--- config.mk ---
export PLATFORM = sky130hd
export DESIGN_NAME = flc_clear_host
export DESIGN_NICKNAME = d
export VERILOG_FILES = /design/src/flc_pkg.sv /design/src/flc_clear_host.sv
export SDC_FILE = /design/constraint.sdc
export NUM_CORES = 1
export LEC_CHECK = 0
export ABC_AREA = 1
export BUFFER_PORTS_ARGS = -buffer_cell sky130_fd_sc_hd__buf_2
export CELL_PAD_IN_SITES_DETAIL_PLACEMENT = 0
export CELL_PAD_IN_SITES_GLOBAL_PLACEMENT = 1
export CORE_MARGIN = 4
export CORE_UTILIZATION = 35
export CTS_CLUSTER_DIAMETER = 60
export DETAILED_ROUTE_END_ITERATION = 12
export PLACE_DENSITY = 0.77
export SLEW_MARGIN = 5
export SYNTH_ARGS = -nofsm -noshare
export SYNTH_HDL_FRONTEND = slang
export SYNTH_SLANG_ARGS = --single-unit
--- constraint.sdc ---
create_clock -name clk -period 2.29 [get_ports clk]
set_input_delay 0.458 -clock clk [delete_from_list [all_inputs] [get_ports clk]]
set_output_delay 0.458 -clock clk [all_outputs]
set_load 0.01 [all_outputs]
--- src/flc_pkg.sv ---
package flc_pkg;

  // ****************************************
  // status register fields
  // ****************************************
  localparam int SR_READY_BIT    = 7;
  localparam int SR_ESUSP_BIT    = 6;
  localparam int SR_ERASE_ERR    = 5;
  localparam int SR_PROG_ERR     = 4;
  localparam int SR_SUPPLY_ERR   = 3;
  localparam int SR_WSUSP_BIT    = 2;
  localparam int SR_PROTECT_BIT  = 1;

  // ****************************************
  // command codes, neutral defaults
  // ****************************************
  localparam logic [7:0] CMD_CLR_SETUP   = 8'h60;
  localparam logic [7:0] CMD_CLR_CONFIRM = 8'hd0;
  localparam logic [7:0] CMD_CLR_STATUS  = 8'h50;
  localparam logic [7:0] CMD_READ_STATUS = 8'h70;

  // ****************************************
  // timing
  // ****************************************
  localparam int CLK_NS        = 50;
  localparam int WR_PULSE_NS   = 100;
  localparam int WR_PULSE_CYC  = (WR_PULSE_NS + CLK_NS - 1) / CLK_NS;
  localparam int RD_ACCESS_NS  = 150;
  localparam int RD_ACCESS_CYC = (RD_ACCESS_NS + CLK_NS - 1) / CLK_NS;
  localparam int RD_WINDOW_CYC = RD_ACCESS_CYC + 4;
  localparam int BUSY_WAIT_CYC = 4;
  localparam int CNT_W         = 4;

  // ****************************************
  // types
  // ****************************************
  typedef struct packed {
    logic       ready;
    logic       erase_err;
    logic       prog_err;
    logic       supply_err;
    logic       protect;
    logic       esusp;
    logic       wsusp;
  } flc_status_t;

  typedef enum logic [3:0] {
    ST_IDLE    = 4'b0000,
    ST_W_SETUP = 4'b0001,
    ST_GAP     = 4'b0011,
    ST_W_CONF  = 4'b0010,
    ST_WAIT    = 4'b0110,
    ST_READ    = 4'b0111,
    ST_CHECK   = 4'b0101,
    ST_W_CLR   = 4'b0100,
    ST_DONE    = 4'b1100
  } flc_state_t;

endpackage

--- src/flc_clear_host.sv ---
`timescale 1ns/10ps

module flc_clear_host (
  // clock and reset
  input  wire logic                clk,
  input  wire logic                nrst,
  // user side
  input  wire logic                start,
  input  wire logic                master_locked,
  input  wire logic                abort_seen,
  output logic                     busy,
  output logic                     done,
  output logic                     ok,
  output flc_pkg::flc_status_t     status,
  // flash pins
  output logic                     ce_n,
  output logic                     oe_n,
  output logic                     we_n,
  output logic [7:0]               dq_wdata,
  output logic                     dq_oe,
  input  wire logic [7:0]          dq_rdata,
  output logic                     hv_override,
  input  wire logic                ready_busy_pin
);

  // ****************************************
  // pin synchronisers
  // ****************************************
  logic [2:0]       rb_sync_ff;
  logic             rb_ready_ff;
  logic [7:0]       dq_s1_ff, dq_s2_ff, dq_s3_ff;
  logic [7:0]       dq_stable_ff;

  always_ff @(posedge clk) begin
    if (!nrst) begin
      rb_sync_ff  <= 3'h0;
      rb_ready_ff <= 1'b0;
    end else begin
      rb_sync_ff  <= {rb_sync_ff[1:0], ready_busy_pin};
      if (rb_sync_ff[2] == rb_sync_ff[1])
        rb_ready_ff <= rb_sync_ff[1];
    end
  end

  always_ff @(posedge clk) begin
    if (!nrst) begin
      dq_s1_ff     <= 8'h00;
      dq_s2_ff     <= 8'h00;
      dq_s3_ff     <= 8'h00;
      dq_stable_ff <= 8'h00;
    end else begin
      dq_s1_ff <= dq_rdata;
      dq_s2_ff <= dq_s1_ff;
      dq_s3_ff <= dq_s2_ff;
      if (dq_s2_ff == dq_s3_ff)
        dq_stable_ff <= dq_s2_ff;
    end
  end

  // ****************************************
  // sequencer
  // ****************************************
  flc_pkg::flc_state_t      state_ff, nxt_state;
  logic [flc_pkg::CNT_W-1:0] cnt_ff;
  logic                     retried_ff;
  logic [7:0]               sr_ff;
  logic                     cnt_zero;

  assign cnt_zero = (cnt_ff == '0);

  always_comb begin
    nxt_state = state_ff;
    case (state_ff)
      flc_pkg::ST_IDLE:    if (start) nxt_state = flc_pkg::ST_W_SETUP;
      flc_pkg::ST_W_SETUP: if (cnt_zero) nxt_state = flc_pkg::ST_GAP;
      flc_pkg::ST_GAP:     if (cnt_zero) nxt_state = flc_pkg::ST_W_CONF;
      flc_pkg::ST_W_CONF:  if (cnt_zero) nxt_state = flc_pkg::ST_WAIT;
      flc_pkg::ST_WAIT:    if (cnt_zero && rb_ready_ff) nxt_state = flc_pkg::ST_READ;
      flc_pkg::ST_READ:    if (cnt_zero) nxt_state = flc_pkg::ST_CHECK;
      flc_pkg::ST_CHECK: begin
        if (!sr_ff[flc_pkg::SR_READY_BIT])
          nxt_state = flc_pkg::ST_READ;
        else if (sr_ff[flc_pkg::SR_ERASE_ERR])
          nxt_state = flc_pkg::ST_W_CLR;
        else if (abort_seen && !retried_ff)
          nxt_state = flc_pkg::ST_W_SETUP;
        else
          nxt_state = flc_pkg::ST_DONE;
      end
      flc_pkg::ST_W_CLR:   if (cnt_zero) nxt_state = flc_pkg::ST_DONE;
      flc_pkg::ST_DONE:    nxt_state = flc_pkg::ST_IDLE;
      default:             nxt_state = flc_pkg::ST_IDLE;
    endcase
  end

  always_ff @(posedge clk) begin
    if (!nrst) state_ff <= flc_pkg::ST_IDLE;
    else       state_ff <= nxt_state;
  end

  always_ff @(posedge clk) begin
    if (!nrst)
      cnt_ff <= '0;
    else if (nxt_state != state_ff) begin
      case (nxt_state)
        flc_pkg::ST_READ: cnt_ff <= flc_pkg::CNT_W'(flc_pkg::RD_WINDOW_CYC);
        flc_pkg::ST_WAIT: cnt_ff <= flc_pkg::CNT_W'(flc_pkg::BUSY_WAIT_CYC);
        default:          cnt_ff <= flc_pkg::CNT_W'(flc_pkg::WR_PULSE_CYC);
      endcase
    end else if (!cnt_zero)
      cnt_ff <= cnt_ff - 1'b1;
  end

  always_ff @(posedge clk) begin
    if (!nrst)
      retried_ff <= 1'b0;
    else if (state_ff == flc_pkg::ST_IDLE)
      retried_ff <= 1'b0;
    else if (state_ff == flc_pkg::ST_CHECK && nxt_state == flc_pkg::ST_W_SETUP)
      retried_ff <= 1'b1;
  end

  // status capture on the read pulse
  always_ff @(posedge clk) begin
    if (!nrst)
      sr_ff <= 8'h00;
    else if (state_ff == flc_pkg::ST_READ && cnt_zero)
      sr_ff <= dq_stable_ff;
  end

  // ****************************************
  // pin drive
  // ****************************************
  logic [7:0] dq_ff;
  logic       we_n_ff, oe_n_ff, ce_n_ff, dq_oe_ff, hv_ff;
  logic       wr_state;

  assign wr_state = (state_ff == flc_pkg::ST_W_SETUP) || (state_ff == flc_pkg::ST_W_CONF) ||
                    (state_ff == flc_pkg::ST_W_CLR);

  always_ff @(posedge clk) begin
    if (!nrst) begin
      we_n_ff  <= 1'b1;
      oe_n_ff  <= 1'b1;
      ce_n_ff  <= 1'b1;
      dq_oe_ff <= 1'b0;
      dq_ff    <= 8'h00;
    end else begin
      we_n_ff  <= !(wr_state && !cnt_zero);
      oe_n_ff  <= !(state_ff == flc_pkg::ST_READ);
      ce_n_ff  <= !(wr_state || state_ff == flc_pkg::ST_READ);
      dq_oe_ff <= wr_state;
      case (state_ff)
        flc_pkg::ST_W_SETUP: dq_ff <= flc_pkg::CMD_CLR_SETUP;
        flc_pkg::ST_W_CONF:  dq_ff <= flc_pkg::CMD_CLR_CONFIRM;
        flc_pkg::ST_W_CLR:   dq_ff <= flc_pkg::CMD_CLR_STATUS;
        default:             dq_ff <= dq_ff;
      endcase
    end
  end

  // override level held through the whole operation when the master bit is set
  always_ff @(posedge clk) begin
    if (!nrst)
      hv_ff <= 1'b0;
    else if (state_ff == flc_pkg::ST_IDLE)
      hv_ff <= start && master_locked;
    else if (state_ff == flc_pkg::ST_DONE)
      hv_ff <= 1'b0;
  end

  assign we_n        = we_n_ff;
  assign oe_n        = oe_n_ff;
  assign ce_n        = ce_n_ff;
  assign dq_oe       = dq_oe_ff;
  assign dq_wdata    = dq_ff;
  assign hv_override = hv_ff;

  // ****************************************
  // user side results
  // ****************************************
  logic done_ff, ok_ff;

  always_ff @(posedge clk) begin
    if (!nrst) begin
      done_ff <= 1'b0;
      ok_ff   <= 1'b0;
    end else begin
      done_ff <= (state_ff == flc_pkg::ST_DONE);
      if (state_ff == flc_pkg::ST_DONE)
        ok_ff <= !sr_ff[flc_pkg::SR_ERASE_ERR];
    end
  end

  assign busy = (state_ff != flc_pkg::ST_IDLE);
  assign done = done_ff;
  assign ok   = ok_ff;

  always_comb begin
    status.ready      = sr_ff[flc_pkg::SR_READY_BIT];
    status.esusp      = sr_ff[flc_pkg::SR_ESUSP_BIT];
    status.erase_err  = sr_ff[flc_pkg::SR_ERASE_ERR];
    status.prog_err   = sr_ff[flc_pkg::SR_PROG_ERR];
    status.supply_err = sr_ff[flc_pkg::SR_SUPPLY_ERR];
    status.wsusp      = sr_ff[flc_pkg::SR_WSUSP_BIT];
    status.protect    = sr_ff[flc_pkg::SR_PROTECT_BIT];
  end

endmodule

# Word-level counts from Yosys, hierarchy flattened
# Index checks and enable logic that the tools add are counted.
# word_totals
regBits,68
inputBits,14
output_inout_bits,23
wordCells,73
# op_classes
add_sub_neg,1
n_eq_ne,15
n_mux,17
n_bitwise,1
reduce_logical,21
# op_table
operator,n
4-bit 2-to-1 mux,12
4-bit case mux with 8 select lines,1
4-bit by 3-bit equality test with 1-bit output (second input constant),6
8-bit case mux with 3 select lines,1
4-bit by 1-bit equality test with 1-bit output (second input constant),2
4-bit by 2-bit equality test with 1-bit output (second input constant),2
8-bit equality test,1
4-bit logical NOT,2
1-bit logical AND,6
1-bit logical NOT,6
3-bit case mux with 2 select lines,1
4-bit equality test (second input constant),1
4-bit != test,1
4-bit nonzero test,1
4-bit by 1-bit subtractor with 4-bit output (second input constant),1
1-bit logical OR,3
3-bit nonzero test,1
1-bit 2-to-1 mux,2
2-bit by 1-bit != test with 1-bit output (second input constant),1
2-bit nonzero test,1
2-bit OR reduction,1
1-bit equality test,1
1-bit inverter,1

# Depth between registers and ports, before layout
# depth
ltp_word,9
depth_mapped,14
depth_no_buf,14

# Worst setup path before layout
# Ideal clock, no wire load.
# synth_path
path_kind,flip-flop to flip-flop
startpoint,reg cnt_ff[0] (netlist name)
endpoint,reg cnt_ff[2] (netlist name)
setup_ps,115
t_arrival_ps,1553
required_time_ps,2175
path_slack_ps,622
path_stages_with_launch,14
n_path_buf,0
period_less_slack_ps,1668
cell_sequence,dfxtp_1 > inv_1 > ha_1 > nand2_1 > nor2_8 > nand2_1 > nand2_1 > nand2_1 > nand2_1 > nand3_2 > nor2_4 > nand2_4 > o21ai_1 > nor2_1
# synth_between
elab_chain_cells,7
elab_cells_between_ends,17
cone_classes,add/sub (1); eq/ne (4); mux (10); reduce/logical (2)
# synth_lines
element,line,text
from (decl),flc_clear_host.sv:64,logic [flc_pkg::CNT_W-1:0] cnt_ff;
from (signal assigned),flc_clear_host.sv:106,flc_pkg::ST_READ: cnt_ff <= flc_pkg::CNT_W'(flc_pkg::RD_WINDOW_CYC);
from (signal assigned),flc_clear_host.sv:107,flc_pkg::ST_WAIT: cnt_ff <= flc_pkg::CNT_W'(flc_pkg::BUSY_WAIT_CYC);
from (signal assigned),flc_clear_host.sv:108,default: cnt_ff <= flc_pkg::CNT_W'(flc_pkg::WR_PULSE_CYC);
4-bit logical NOT,flc_clear_host.sv:69,assign cnt_zero = (cnt_ff == '0);
1-bit logical AND,flc_clear_host.sv:78,flc_pkg::ST_WAIT: if (cnt_zero && rb_ready_ff) nxt_state = flc_pkg::ST_READ;
4-bit 2-to-1 mux,flc_clear_host.sv:78,
4-bit case mux with 8 select lines,flc_clear_host.sv:73,case (state_ff)
4-bit by 3-bit equality test with 1-bit output,flc_clear_host.sv:105,case (nxt_state)
3-bit case mux with 2 select lines,flc_clear_host.sv:105,
4-bit 2-to-1 mux,flc_clear_host.sv:104,else if (nxt_state != state_ff) begin
# Several ways; a longest one is shown, not always the timed one. The select of a mux whose other input is x is not followed.
# A chain may end at the register's enable or synchronous reset.

# Final worst setup path
# layout_path
startpoint,reg state_ff[2]
endpoint,out busy
# layout_between
elab_chain_cells,1
# layout_lines
element,line,text
from (decl),flc_clear_host.sv:63,"flc_pkg::flc_state_t state_ff, nxt_state;"
from (signal assigned),flc_clear_host.sv:97,if (!nrst) state_ff <= flc_pkg::ST_IDLE;
from (signal assigned),flc_clear_host.sv:98,else state_ff <= nxt_state;
4-bit nonzero test,flc_clear_host.sv:195,assign busy = (state_ff != flc_pkg::ST_IDLE);
to (decl),flc_clear_host.sv:11,"output logic busy,"
# No other way between the ends.

==> out/qor.yml <==
clock_tree:
  cts_htree_levels: 3
  clockRootBuffer: "clkbuf_8"
  cts_made_buffers: 9
  cts_resized: 0
  tritoncts: "yes"
  hold_buffers: 0
  insertion_delay_ps: 340
  clk_pin_slew_ps: 80
  clockBufferDepth: 2
  cts.sinks: 62
  cts_setup_buffers: 0
drt:
  wl_met1_mm: 2.33
  drc: 0
  vias: 1919
  met3WireLength_microns: 250
  antenna_left: 0
  drtIter0Drc: 115
  viasPerCell: 4.34
  drt_pre_antenna_iters: 4
  drt-wirelength-per-cell_microns: 10.4
  wl_mm: 4.61
  topRoutingLayerUsed: "met4"
  wl_met2_mm: 1.91
worst_setup_path:
  critical_path_class: "reg -> out"
  max_stage_delay_ps: 380
  end_kind: "primary output"
  cp_slowest_cell: "dfxtp_1"
  required_ps: 1830
  cp.arrival_ps: 1480
  startpoint_type: "register"
  reg2reg_depth: 14
  worst_r2r_endpoint: "cnt_ff[0]$_SDFFE_PN0P_"
  cp_max_fo: 6
  cp_cell_sequence: "nor2_2 -> inv_2 -> nor2_1 -> inv_1 -> buf_2"
  rrSetupSlack_ps: 410
  r2r-start: "cnt_ff[0]$_SDFFE_PN0P_"
layout:
  final_cells: 442
  num_antenna_cells: 0
  drive_above_1_share: 0.185
  design_area_sq_mm: 0.00290
  syn_to_final_growth_pct: 19.5
  nets: 372
pwr:
  powerDensity_mw_per_mm2: 1220
  power_w: 0.00353
  p_leak_nw: 1.58
  vdd_drop_max_uv: 435
placement:
  post-place-cells: 426
  dpl_cell_area_sq_mm: 0.00265
  io_buffers: 32
  place_congestion: 0.830
  post-dp-hpwl_mm: 3.28
synthesis:
  yosysSeqAreaShare: 0.511
  yosys-mux-area-fraction: 0
  synthAdderAreaFrac: 0.00515
  synthSimpleGateAreaFrac: 0.278
  synth_area_sq_mm: 0.00243
  synth-compound-area-share: 0.0731
  synthXorXnorAreaFrac: 0.0252
  synth_cells: 321
  ys_types: 30
  synth.avg_cell_area_sq_um: 7.57
  synth.ff_latch_count: 62
  synth_warnings: 0
  synth_top_family_by_area: "simple AND/OR/NAND/NOR gates"
timing:
  finClkSkew_ps: 5.62
  clock.fmax_ghz: 0.516
  finalHoldViolations: 0
  setup_viol: 0
  rsz0062_at_grt: "false"
  fin_hold_ws_ps: 290
  slew_viol_final: 0
  min_period_ps: 1940
  setup_tns_ps: 0
  finalCritPeriodShare: 0.847
global_routing:
  grt_use_total: 0.119
  grt_max_degree: 40
  grt_pass1_vias: 1800
  overflow: 0
  antenna_found_initial: 0
  grt_pass1_wl_mm: 7.89
floorplanning:
  start_util: 0.360
  ioPinCount: 37
  die_w_microns: 91.3
  rows: 30
  core_area_sq_mm: 0.00676
  dieArea_sq_mm: 0.00834
  dieHeight_microns: 91.3
min_path:
  hold_path_end: "dq_s1_ff[0]$_SDFF_PN0_"
  holdCritStartpoint: "dq_rdata[0]"
  min_path_type: "in -> reg"
  hold_depth: 3
job:
  maxCapViolations: 0
run_status:
  outcome: "finished, final reports clean"
==> worst max path at each step <==
stage          slack, ps  cells past startpoint                    from                endpoint
2_1_floorplan        620                     13  cnt_ff[0]$_SDFFE_PN0P_  cnt_ff[2]$_SDFFE_PN0P_
3_3_place_gp         470                     14  cnt_ff[0]$_SDFFE_PN0P_  cnt_ff[0]$_SDFFE_PN0P_
3_5_place_dp         440                     14  cnt_ff[0]$_SDFFE_PN0P_  cnt_ff[0]$_SDFFE_PN0P_
4_1_cts              350                      5  state_ff[2]$_SDFF_PN0_                    busy
5_1_grt              200                     14  cnt_ff[0]$_SDFFE_PN0P_  cnt_ff[0]$_SDFFE_PN0P_
6_report             350                      5  state_ff[2]$_SDFF_PN0_                    busy
==> sequential cells by signal (all words and copies together) (netlist names) <==
name          count
dq_s1_ff          8
dq_s2_ff          8
dq_s3_ff          8
dq_stable_ff      7
sr_ff             7
cnt_ff            4
dq_wdata          4
state_ff          4
rb_sync_ff        3
ce_n              1
done              1
dq_oe             1
hv_override       1
oe_n              1
ok                1
rb_ready_ff       1
retried_ff        1
we_n              1
==> cell usage in the layout, fill, tap and decap left out, types with 5 or more instances in the layout <==
cell	n
nand4_1	5
inv_1	49
buf_2	32
xor2_1	7
nand3_1	12
clkbuf_8	9
o21ai_0	17
a21oi_1	15
nand2_1	72
nor2_1	44
dfxtp_1	62
==> through the flow <==
| step | util | setup WS, ps |
|---|---|---|
| after detailed placement | 0.393 | 439 |
| after global placement | 0.393 | 474 |
| after floorplan | - | 622 |
| after CTS | 0.430 | 349 |
| final | 0.430 | 350 |
| after global routing | 0.430 | 197 |
==> final cells by class <==
class	count	area, sq um
fill	718	3850
multi-input combinational	198	942
tap	80	100
timing repair buffer	34	175
clock inverter	7	125
inverter	52	195
sequential	62	1240
clock buffer	9	124
==> report_power, final <==
part	leakage, nW	internal, W	switching, W
Clock	0.125	0.000738	0.000457
Sequential	0.508	0.00121	0.0000955
Combinational	0.949	0.000357	0.000669
==> critical path, delay by kind of cell (launching register included) <==
| family | cells | cell delay, ps |
|---|---|---|
| simple gates | 2 | 450 |
| buf+inv | 3 | 310 |
| flops | 1 | 380 |
==> layer usage <==
metal,track usage,vias up
met3,0.0315,11
met2,0.170,41
met4,0.0754,0
li1,-,1046
met1,0.157,821
met5,0,-
==> cell families after synthesis <==
family | Yosys count
other | 1
flip-flops | 62
AO/OA/AOI/OAI | 35
adder cells (fa/ha/maj) | 1
buffers and inverters | 64
AND/OR/NAND/NOR | 151
XOR/XNOR | 7
==> cells in the mapped netlist (all sizes together) <==
cell type | count | area [sq um]
a21oi | 15 | 75.1
inv | 51 | 191
conb | 1 | 3.75
nand2 | 76 | 300
nand3 | 13 | 70.1
nor2 | 49 | 220
buf | 6 | 38.8
clkinv | 1 | 3.75
nor4 | 2 | 18.8
o21ai | 19 | 95.1
a211oi | 1 | 7.51
xor2 | 7 | 61.3
dfxtp | 62 | 1240
nor3 | 2 | 10.0
or2 | 4 | 25.0
nand4 | 5 | 31.3
clkbuf | 6 | 23.8
ha | 1 | 12.5
Power figures use the tool's default switching activity.
